### config.mk
export PLATFORM = sky130hd
export DESIGN_NAME = cspd_ctrl
export DESIGN_NICKNAME = d
export VERILOG_FILES = /design/src/common/cspd_pkg.sv /design/src/core/cspd_cfg_mem.sv /design/src/core/cspd_ctrl.sv
export SDC_FILE = /design/constraint.sdc
export NUM_CORES = 1
export LEC_CHECK = 0
export BUFFER_PORTS_ARGS = -buffer_cell sky130_fd_sc_hd__buf_2
export CAP_MARGIN = 20
export CORE_MARGIN = 1
export CORE_UTILIZATION = 45
export DETAILED_ROUTE_END_ITERATION = 10
export GPL_ROUTABILITY_DRIVEN = 0
export HOLD_SLACK_MARGIN = 0.03
export MAX_ROUTING_LAYER = met4
export PLACE_DENSITY = 0.63
export SLEW_MARGIN = 20
export SYNTH_ARGS = -nofsm -noshare
export SYNTH_HDL_FRONTEND = slang
export SYNTH_SLANG_ARGS = --single-unit
### constraint.sdc
create_clock -name clk -period 2.6 [get_ports clk]
set_input_delay 0.52 -clock clk [delete_from_list [all_inputs] [get_ports clk]]
set_output_delay 0.52 -clock clk [all_outputs]
set_load 0.005 [all_outputs]
### src/common/cspd_pkg.sv
/*
 * Constants and carriers for the configuration-status and power-down controller.
 * Assumes one 100 MHz clock, synchronous active-high reset, pins sampled synchronously.
 */
// What this block does
// - Low power_down_n holds device in power-down
// - Power-down disables user I/O, initialises flip-flops
// - Inputs read as low during power-down
// - Configuration contents survive power-down
// - Power-down halts configuration, restarts on release
// - Release enables inputs and flip-flops before outputs
// - Unscanned test output becomes plain three-state output
// - Test inputs bypass io_cell, usable by logic
// - config_busy_high high until I/O active
// - config_busy_low_n low until I/O active
// - Init pin low during stabilisation and clearing
// - External low init pin holds wait state
// - Master mode waits extra 30 to 300 us
// - Data error drives init pin low
// - Init pin becomes user I/O once active
// - Primary global inputs drive global nets or I/O
// - Mode inputs sampled after init pin rises
// - Clear release: finish cycle, one more, then wait
// - Open-drain completion pin signals configuration done
package cspd_pkg;

    localparam int CLK_PERIOD_NS   = 10;
    localparam int MASTER_WAIT_MIN_US = 30;
    localparam int MASTER_WAIT_MAX_US = 300;
    localparam int MASTER_WAIT_CYC =
        (MASTER_WAIT_MIN_US * 1000 + CLK_PERIOD_NS - 1) / CLK_PERIOD_NS;
    localparam int STABLE_CYC_DEF  = 16;
    localparam int CLEAR_CYC_DEF   = 8;
    localparam int CNT_W           = 16;
    localparam int NUM_GLOBAL      = 4;
    localparam int NUM_USER_IO     = 8;
    localparam int MEM_DEPTH       = 16;
    localparam int MEM_AW          = 4;
    localparam int MEM_DW          = 8;
    localparam logic [1:0] MODE_MASTER_SERIAL = 2'h0;
    localparam logic [1:0] MODE_RESET_VAL     = 2'h3;

    typedef enum {
        ST_STABILISE, ST_CLEAR, ST_CLEAR_LAST, ST_WAIT, ST_MASTER_WAIT,
        ST_CONFIG, ST_ERROR, ST_INPUTS_ON, ST_USER
    } cspd_state_t;

    typedef struct packed {
        logic                   configStart;
        logic                   configData;
        logic                   configError;
        logic                   configEnd;
    } cspd_cfg_t;

    typedef struct packed {
        logic [NUM_USER_IO-1:0] out;
        logic [NUM_USER_IO-1:0] oe;
    } cspd_io_t;

endpackage

### src/core/cspd_cfg_mem.sv
/*
 * Small configuration memory with registered read data.
 * Assumes writes only while configuring; contents never cleared by power-down.
 */
`timescale 1ns/1ps
module cspd_cfg_mem
    import cspd_pkg::*;
(
    // Clock
    input  wire logic              clk,
    // Write port
    input  wire logic              wrEn,
    input  wire logic [MEM_AW-1:0] wrAddr,
    input  wire logic [MEM_DW-1:0] wrData,
    // Read port
    input  wire logic [MEM_AW-1:0] rdAddr,
    output logic      [MEM_DW-1:0] rdData
);
    logic [MEM_DW-1:0] memArray [MEM_DEPTH];

    // No reset term: contents persist
    always_ff @(posedge clk) begin
        if (wrEn) begin
            memArray[wrAddr] <= wrData;
        end
        rdData <= memArray[rdAddr];
    end
endmodule

### src/core/cspd_ctrl.sv
/*
 * Configuration-status and power-down controller top level.
 * Assumes pins synchronous to clk; init and done pins resolved outside from enables.
 */
`timescale 1ns/1ps
module cspd_ctrl
    import cspd_pkg::*;
#(
    parameter int STABLE_CYC = STABLE_CYC_DEF,
    parameter int CLEAR_CYC  = CLEAR_CYC_DEF,
    parameter int MASTER_CYC = MASTER_WAIT_CYC,
    parameter bit SCAN_USED  = 1'b0
)(
    // Clock and reset
    input  wire logic                  clk,
    input  wire logic                  reset,
    // Power-down and clear
    input  wire logic                  power_down_n,
    input  wire logic                  clearN,
    // Init pin, open drain
    input  wire logic                  initIn,
    output logic                       initOut,
    output logic                       initOe,
    // Completion pin, open drain
    output logic                       doneOut,
    output logic                       doneOe,
    // Mode inputs and config stream
    input  wire logic [1:0]            modeIn,
    input  wire cspd_cfg_t             cfgIn,
    // Busy outputs
    output logic                       config_busy_high,
    output logic                       config_busy_low_n,
    // User I/O
    input  wire logic [NUM_USER_IO-1:0] userPinIn,
    input  wire cspd_io_t              userLogic,
    output logic [NUM_USER_IO-1:0]     userIn,
    output cspd_io_t                   userPins,
    // Global inputs
    input  wire logic [NUM_GLOBAL-1:0] primary_global_inputs,
    output logic [NUM_GLOBAL-1:0]      globalNet,
    output logic [NUM_GLOBAL-1:0]      globalIo,
    input  wire logic [NUM_GLOBAL-1:0] globalSelect,
    // Test pins
    input  wire logic [2:0]            testPinIn,
    output logic [2:0]                 testToLogic,
    input  wire logic                  testOutData,
    input  wire logic                  testOutEn,
    output logic                       testOutPin,
    output logic                       testOutOe,
    output logic                       scanActive,
    // Status
    output logic [1:0]                 modeLatched,
    output logic                       powerDownActive,
    output logic [MEM_DW-1:0]          cfgWord
);
    cspd_state_t       state_ff;
    cspd_state_t       nxt_state;
    logic              pdSync1_ff;
    logic              pdSync2_ff;
    logic [CNT_W-1:0]  cnt_ff;
    logic [MEM_AW-1:0] wrPtr_ff;
    logic              loaded_ff;
    logic              resume_ff;
    logic              inputsOn_ff;
    logic              outputsOn_ff;
    logic              pdDown;
    logic              cntDone;
    logic [CNT_W-1:0]  cntLoad;
    logic [MEM_DW-1:0] shift_ff;
    logic [2:0]        bitCnt_ff;
    logic [MEM_DW-1:0] rdData;

    function automatic logic [CNT_W-1:0] cycLoad(input int cyc);
        cycLoad = CNT_W'(cyc - 1);
    endfunction

    // Power-down synchroniser
    always_ff @(posedge clk) begin
        if (reset) begin
            pdSync1_ff <= 1'b1;
            pdSync2_ff <= 1'b1;
        end else begin
            pdSync1_ff <= power_down_n;
            pdSync2_ff <= pdSync1_ff;
        end
    end
    assign pdDown  = !pdSync2_ff;
    assign cntDone = (cnt_ff == '0);

    // Sequencer next state
    always_comb begin
        nxt_state = state_ff;
        cntLoad   = '0;
        case (state_ff)
            ST_STABILISE: begin
                if (cntDone) begin
                    nxt_state = ST_CLEAR;
                    cntLoad   = cycLoad(CLEAR_CYC);
                end
            end
            ST_CLEAR: begin
                if (cntDone && clearN) begin
                    nxt_state = ST_CLEAR_LAST;
                    cntLoad   = cycLoad(CLEAR_CYC);
                end else if (cntDone) begin
                    cntLoad   = cycLoad(CLEAR_CYC);
                end
            end
            ST_CLEAR_LAST: begin
                if (cntDone) begin
                    nxt_state = ST_WAIT;
                end
            end
            ST_WAIT: begin
                if (initIn && !pdDown) begin
                    if (modeIn == MODE_MASTER_SERIAL) begin
                        nxt_state = ST_MASTER_WAIT;
                        cntLoad   = cycLoad(MASTER_CYC);
                    end else begin
                        nxt_state = ST_CONFIG;
                    end
                end
            end
            ST_MASTER_WAIT: begin
                if (!initIn || pdDown) begin
                    nxt_state = ST_WAIT;
                end else if (cntDone) begin
                    nxt_state = ST_CONFIG;
                end
            end
            ST_CONFIG: begin
                if (pdDown) begin
                    nxt_state = ST_WAIT;
                end else if (cfgIn.configError) begin
                    nxt_state = ST_ERROR;
                end else if (cfgIn.configEnd) begin
                    nxt_state = ST_INPUTS_ON;
                end
            end
            ST_ERROR: begin
                if (pdDown) begin
                    nxt_state = ST_WAIT;
                end
            end
            ST_INPUTS_ON: nxt_state = pdDown ? ST_INPUTS_ON : ST_USER;
            ST_USER:      nxt_state = pdDown ? ST_INPUTS_ON : ST_USER;
            default:      nxt_state = ST_STABILISE;
        endcase
        if (!clearN && state_ff != ST_CLEAR) begin
            nxt_state = ST_CLEAR;
            cntLoad   = cycLoad(CLEAR_CYC);
        end
    end

    always_ff @(posedge clk) begin
        if (reset) begin
            state_ff <= ST_STABILISE;
        end else begin
            state_ff <= nxt_state;
        end
    end

    // Shared interval counter
    always_ff @(posedge clk) begin
        if (reset) begin
            cnt_ff <= CNT_W'(STABLE_CYC - 1);
        end else if (nxt_state != state_ff || (state_ff == ST_CLEAR && cntDone)) begin
            cnt_ff <= cntLoad;
        end else if (!cntDone) begin
            cnt_ff <= cnt_ff - 1'b1;
        end
    end

    // Mode capture when leaving wait
    always_ff @(posedge clk) begin
        if (reset) begin
            modeLatched <= MODE_RESET_VAL;
        end else if (state_ff == ST_WAIT && initIn && !pdDown) begin
            modeLatched <= modeIn;
        end
    end

    // Config data loading into memory
    always_ff @(posedge clk) begin
        if (reset || state_ff == ST_WAIT) begin
            shift_ff  <= '0;
            bitCnt_ff <= '0;
            wrPtr_ff  <= '0;
            loaded_ff <= 1'b0;
        end else if (state_ff == ST_CONFIG && !pdDown) begin
            if (cfgIn.configStart) begin
                shift_ff  <= {shift_ff[MEM_DW-2:0], cfgIn.configData};
                bitCnt_ff <= bitCnt_ff + 1'b1;
                if (bitCnt_ff == 3'h7) begin
                    wrPtr_ff <= wrPtr_ff + 1'b1;
                end
            end
        end else if (state_ff == ST_USER) begin
            loaded_ff <= 1'b1;
        end
    end

    always_ff @(posedge clk) begin
        if (reset) begin
            resume_ff <= 1'b0;
        end else begin
            resume_ff <= (state_ff == ST_CONFIG) && pdDown;
        end
    end

    cspd_cfg_mem u_mem (
        .clk    (clk),
        .wrEn   (state_ff == ST_CONFIG && !pdDown && cfgIn.configStart && bitCnt_ff == 3'h7),
        .wrAddr (wrPtr_ff),
        .wrData ({shift_ff[MEM_DW-2:0], cfgIn.configData}),
        .rdAddr (wrPtr_ff),
        .rdData (rdData)
    );

    // Two-step enable ladder
    always_ff @(posedge clk) begin
        if (reset || pdDown) begin
            inputsOn_ff  <= 1'b0;
            outputsOn_ff <= 1'b0;
        end else begin
            inputsOn_ff  <= (state_ff == ST_INPUTS_ON || state_ff == ST_USER);
            outputsOn_ff <= inputsOn_ff && state_ff == ST_USER;
        end
    end

    // Pin drivers
    always_ff @(posedge clk) begin
        if (reset) begin
            initOut           <= 1'b0;
            initOe            <= 1'b1;
            doneOut           <= 1'b0;
            doneOe            <= 1'b1;
            config_busy_high  <= 1'b1;
            config_busy_low_n <= 1'b0;
            userIn            <= '0;
            userPins          <= '0;
            globalNet         <= '0;
            globalIo          <= '0;
            testToLogic       <= '0;
            testOutPin        <= 1'b0;
            testOutOe         <= 1'b0;
            scanActive        <= 1'b1;
            powerDownActive   <= 1'b0;
            cfgWord           <= '0;
        end else begin
            initOut <= 1'b0;
            initOe  <= (state_ff == ST_STABILISE || state_ff == ST_CLEAR ||
                        state_ff == ST_CLEAR_LAST)
                    || state_ff == ST_ERROR;
            if (outputsOn_ff) begin
                initOut <= userLogic.out[0];
                initOe  <= userLogic.oe[0];
            end
            doneOut <= 1'b0;
            doneOe  <= !(state_ff == ST_INPUTS_ON || state_ff == ST_USER);
            config_busy_high  <= outputsOn_ff ? userLogic.out[1] : 1'b1;
            config_busy_low_n <= outputsOn_ff ? userLogic.out[2] : 1'b0;
            userIn   <= inputsOn_ff ? userPinIn : '0;
            userPins <= outputsOn_ff ? userLogic : '0;
            globalNet <= inputsOn_ff ? (primary_global_inputs & globalSelect) : '0;
            globalIo  <= inputsOn_ff ? (primary_global_inputs & ~globalSelect) : '0;
            testToLogic <= inputsOn_ff ? testPinIn : '0;
            scanActive  <= SCAN_USED || !loaded_ff && state_ff != ST_USER;
            testOutPin  <= testOutData;
            testOutOe   <= outputsOn_ff && !SCAN_USED && testOutEn;
            powerDownActive <= pdDown;
            cfgWord         <= rdData;
        end
    end
endmodule

==> run_results.csv <==
group,metric,value,unit
outcome,run_status,"complete, no violations",
logic_synthesis,synth_area_leader_cell,"edfxtp_1",
sta,fin_crit_sh,98.4,%
logic_synthesis,yosysTopAreaCellShare,40.3,%
setup_path,slowest_delay,0.50,ns
setup_path,cpLargestDelayFamily,"simple AND/OR/NAND/NOR gates",
logic_synthesis,syn-cell-area,9530,sq um
global_routing,grt_pass1_wl,29800,um
floorplan,core,20500,sq um
placed_design,post-dp-hpwl,13200,um
floorplan,fp.dieArea,21800,sq um
final_layout,final.fill_count,1584,
route,drtAntennaViolNets,0,
power,p_per_area,690,nW/um^2
sta,slew_viol_final,0,
min_path,hold_start,"globalSelect[3]",
floorplan,die_w,148,um
logic_synthesis,synth.distinct_cells,64,
route,routed_wl,18600,um
setup_path,worstPathRequired,3.00,ns
min_path,hold_depth,2,
route,drt_iter0_drc,252,
final_layout,fin_util,57.0,%
final_layout,num_antenna_cells,0,
final_layout,design_area,11700,sq um
min_path,hold_class,"input port to flop",
setup_path,r2r_cells,7,
final_layout,finalNetCount,870,
global_routing,grt_start_max_net_pins,37,
final_layout,drive_gt1_share,33.6,%
flow_run,max_cap_violations,0,
setup_path,crit_chain,"nor4_4, and4_4, nand2_4, a2111o_1, or4_4, o41a_1, o21a_1",
logic_synthesis,synth_seq_cells,255,
final_layout,syn2layout_area_growth,22.5,%
setup_path,worst-path-buf-inv,0,
clocking,clock_sinks,255,
setup_path,rr_startpoint,"state_ff[12]",
global_routing,grt_pass1_vias,5697,
setup_path,critPathMaxFanout,6,
sta,slew_headroom,59.6,%
setup_path,end_kind,"flop",
sta,final-setup-viol-count,0,
placed_design,io_buffer_count,101,
route,via_per_inst,5.14,
setup_path,cp.depth,7,
sta,rsz0062_at_grt,"yes",
setup_path,rrSetupSlack,0.04,ns
sta,period_needed,2.56,ns
route,drt-met1-wl,8080,um
global_routing,grt.overflow.total,0,
route,routedWlPerCell,16.8,um
logic_synthesis,synth_area_per_cell,14.9,sq um
power,vdd_drop_max,0.442,mV
sta,skew,0.0226,ns
setup_path,cp.arrival,2.96,ns
setup_path,crit_type,"flop to flop",
logic_synthesis,synth.most_common_cell,"edfxtp_1",
clocking,htreeDepth,1,
logic_synthesis,synth_top_flop_cell,"edfxtp_1",
logic_synthesis,yosys_warnings,0,
logic_synthesis,yosysSeqAreaShare,67.0,%
clocking,tritoncts,"done",
route,maxUsedRoutingLayer,"met4",
sta,tightest_slew,0.590,ns
route,drc_errors,0,
setup_path,rr_endpoint,"cnt_ff[7]",
route,wl_met2,8910,um
clocking,cts_buffer_depth,3,
placed_design,place_area,10700,sq um
clocking,postCtsSetupRepairBufs,0,
sta,final_hold_viol_count,0,
floorplan,die_height,148,um
floorplan,num_rows,52,
logic_synthesis,synth.area.top_cells,"edfxtp_1, dfxtp_1, mux4_2",
logic_synthesis,synth_cells,640,
clocking,clk_pin_slew,0.06,ns
floorplan,ios,103,
route,drtPass1Iterations,5,
logic_synthesis,async_reset_ff_share,0,%
setup_path,start_kind,"flop",
route,route.met3.wl,1230,um
setup_path,slowest_stage,"or4_4",
clocking,clk_latency,0.53,ns
logic_synthesis,yosys-top-cells-count,"edfxtp_1, dfxtp_1, nor2_1, mux4_2, and2_1",
global_routing,antenna_found_initial,0,
global_routing,grtUsageTotal,17.9,%
clocking,cts-root-buf,"clkbuf_16",
route,via_count,5670,
sta,fmax,391,MHz
clocking,cts_inserted_buffers,26,
floorplan,initial_core_util,46.5,%
min_path,whs_endpoint,"globalIo[3]",
power,leakagePower,4.65,nW
logic_synthesis,synth-edff-count,128,
-- final cells by class --
cell class	count	area (sq um)	share of cell area (%)
sequential	255	6390	54.8
clock inverter	4	56.3	0.482
inverter	8	30.0	0.257
clock buffer	43	818	7.01
timing repair buffer	155	940	8.05
tap	270	338	2.89
multi-input combinational	369	3100	26.6
-- placed cells by master (no fill, tap or decap), types with 4 or more instances in the layout --
cell type	instances
a31oi_1	6
buf_2	101
nor4_4	4
edfxtp_1	128
nor2b_1	15
o21ai_0	6
a21oi_1	9
nand4_1	6
mux4_2	40
nand2_1	25
or2_2	4
and2_1	30
inv_1	8
ha_1	7
nor2_1	47
nand2b_1	5
dfxtp_1	120
o21a_1	8
clkbuf_16	27
nand3_1	10
nor4_2	7
and3_1	6
xnor2_1	10
nor3_2	6
or3_1	5
conb_1	29
mux2i_1	13
xor2_1	8
dfxtp_2	7
buf_4	51
nor3_1	15
clkbuf_8	8
clkbuf_1	6
-- worst max-delay path by stage --
stage                 start              endpoint  slack [ns]
2_1_floorplan  state_ff[25]  u_mem.memArray[3][0]        0.03
3_3_place_gp         clearN             cnt_ff[6]       -0.04
3_5_place_dp         clearN             cnt_ff[6]       -0.10
4_1_cts           cnt_ff[6]             cnt_ff[7]       0.001
5_1_grt        state_ff[12]             cnt_ff[9]       -0.05
6_report       state_ff[12]             cnt_ff[7]        0.04
-- metal layers --
layer,up-vias,global-route usage (%)
li1,2705,-
met3,27,3.21
met4,0,5.05
met1,2726,22.7
met2,212,29.6
met5,-,-
-- power breakdown --
group	leakage, nW	total (mW)	switching [mW]	internal, mW
Combinational	1.73	0.156	0.0854	0.0706
Sequential	2.49	4.24	0.0211	4.22
Clock	0.434	3.66	1.42	2.24
-- state kept, by name, summed over array words and instances (netlist names), 4 cells and up --
signal and flops:
shift_ff 7, userPins 16, userIn 8, cfgWord 8, cnt_ff 16, u_mem.memArray 128, globalNet 4, u_mem.rdData 8
state_ff 32, wrPtr_ff 4, globalIo 4
-- stage by stage --
step	setup slack, ns	std cells	power, mW	TNS [ns]	hold slack, ns
2_1_floorplan	0.0337	668	4.39	0	0.389
3_3_place_gp	-0.0375	1057	4.46	-0.257	0.403
3_5_place_dp	-0.104	1057	4.47	-1.23	0.401
4_1_cts	0.00145	1104	8.14	0	0.132
5_1_grt	-0.0463	1104	8.35	-0.228	0.134
6_report	0.0408	1104	8.05	0	0.155
-- cells by family (layout without fill, tap and decap cells) --
kind of cell	count (synthesis)	after routing	synth area share, %
AOI/OAI and AO/OA	56	56	4.44
xor gates and xnor gates	18	18	1.65
adders and majority gates	7	7	0.919
buffers and inverters	44	210	2.49
DFF	255	255	67.0
muxes	53	53	10.8
other	1	29	0.0394
and+or+nand+nor	206	206	12.6
-- timing repair --
item                                    in CTS  in global routing
gates resized for setup                      5                 15
hold buffers                                 0                  0
pin swaps                                    0                  4
endpoints found under the setup margin      16                120
hold endpoints to repair                     0                  0
Note: power is estimated with default switching activity, not from simulation.
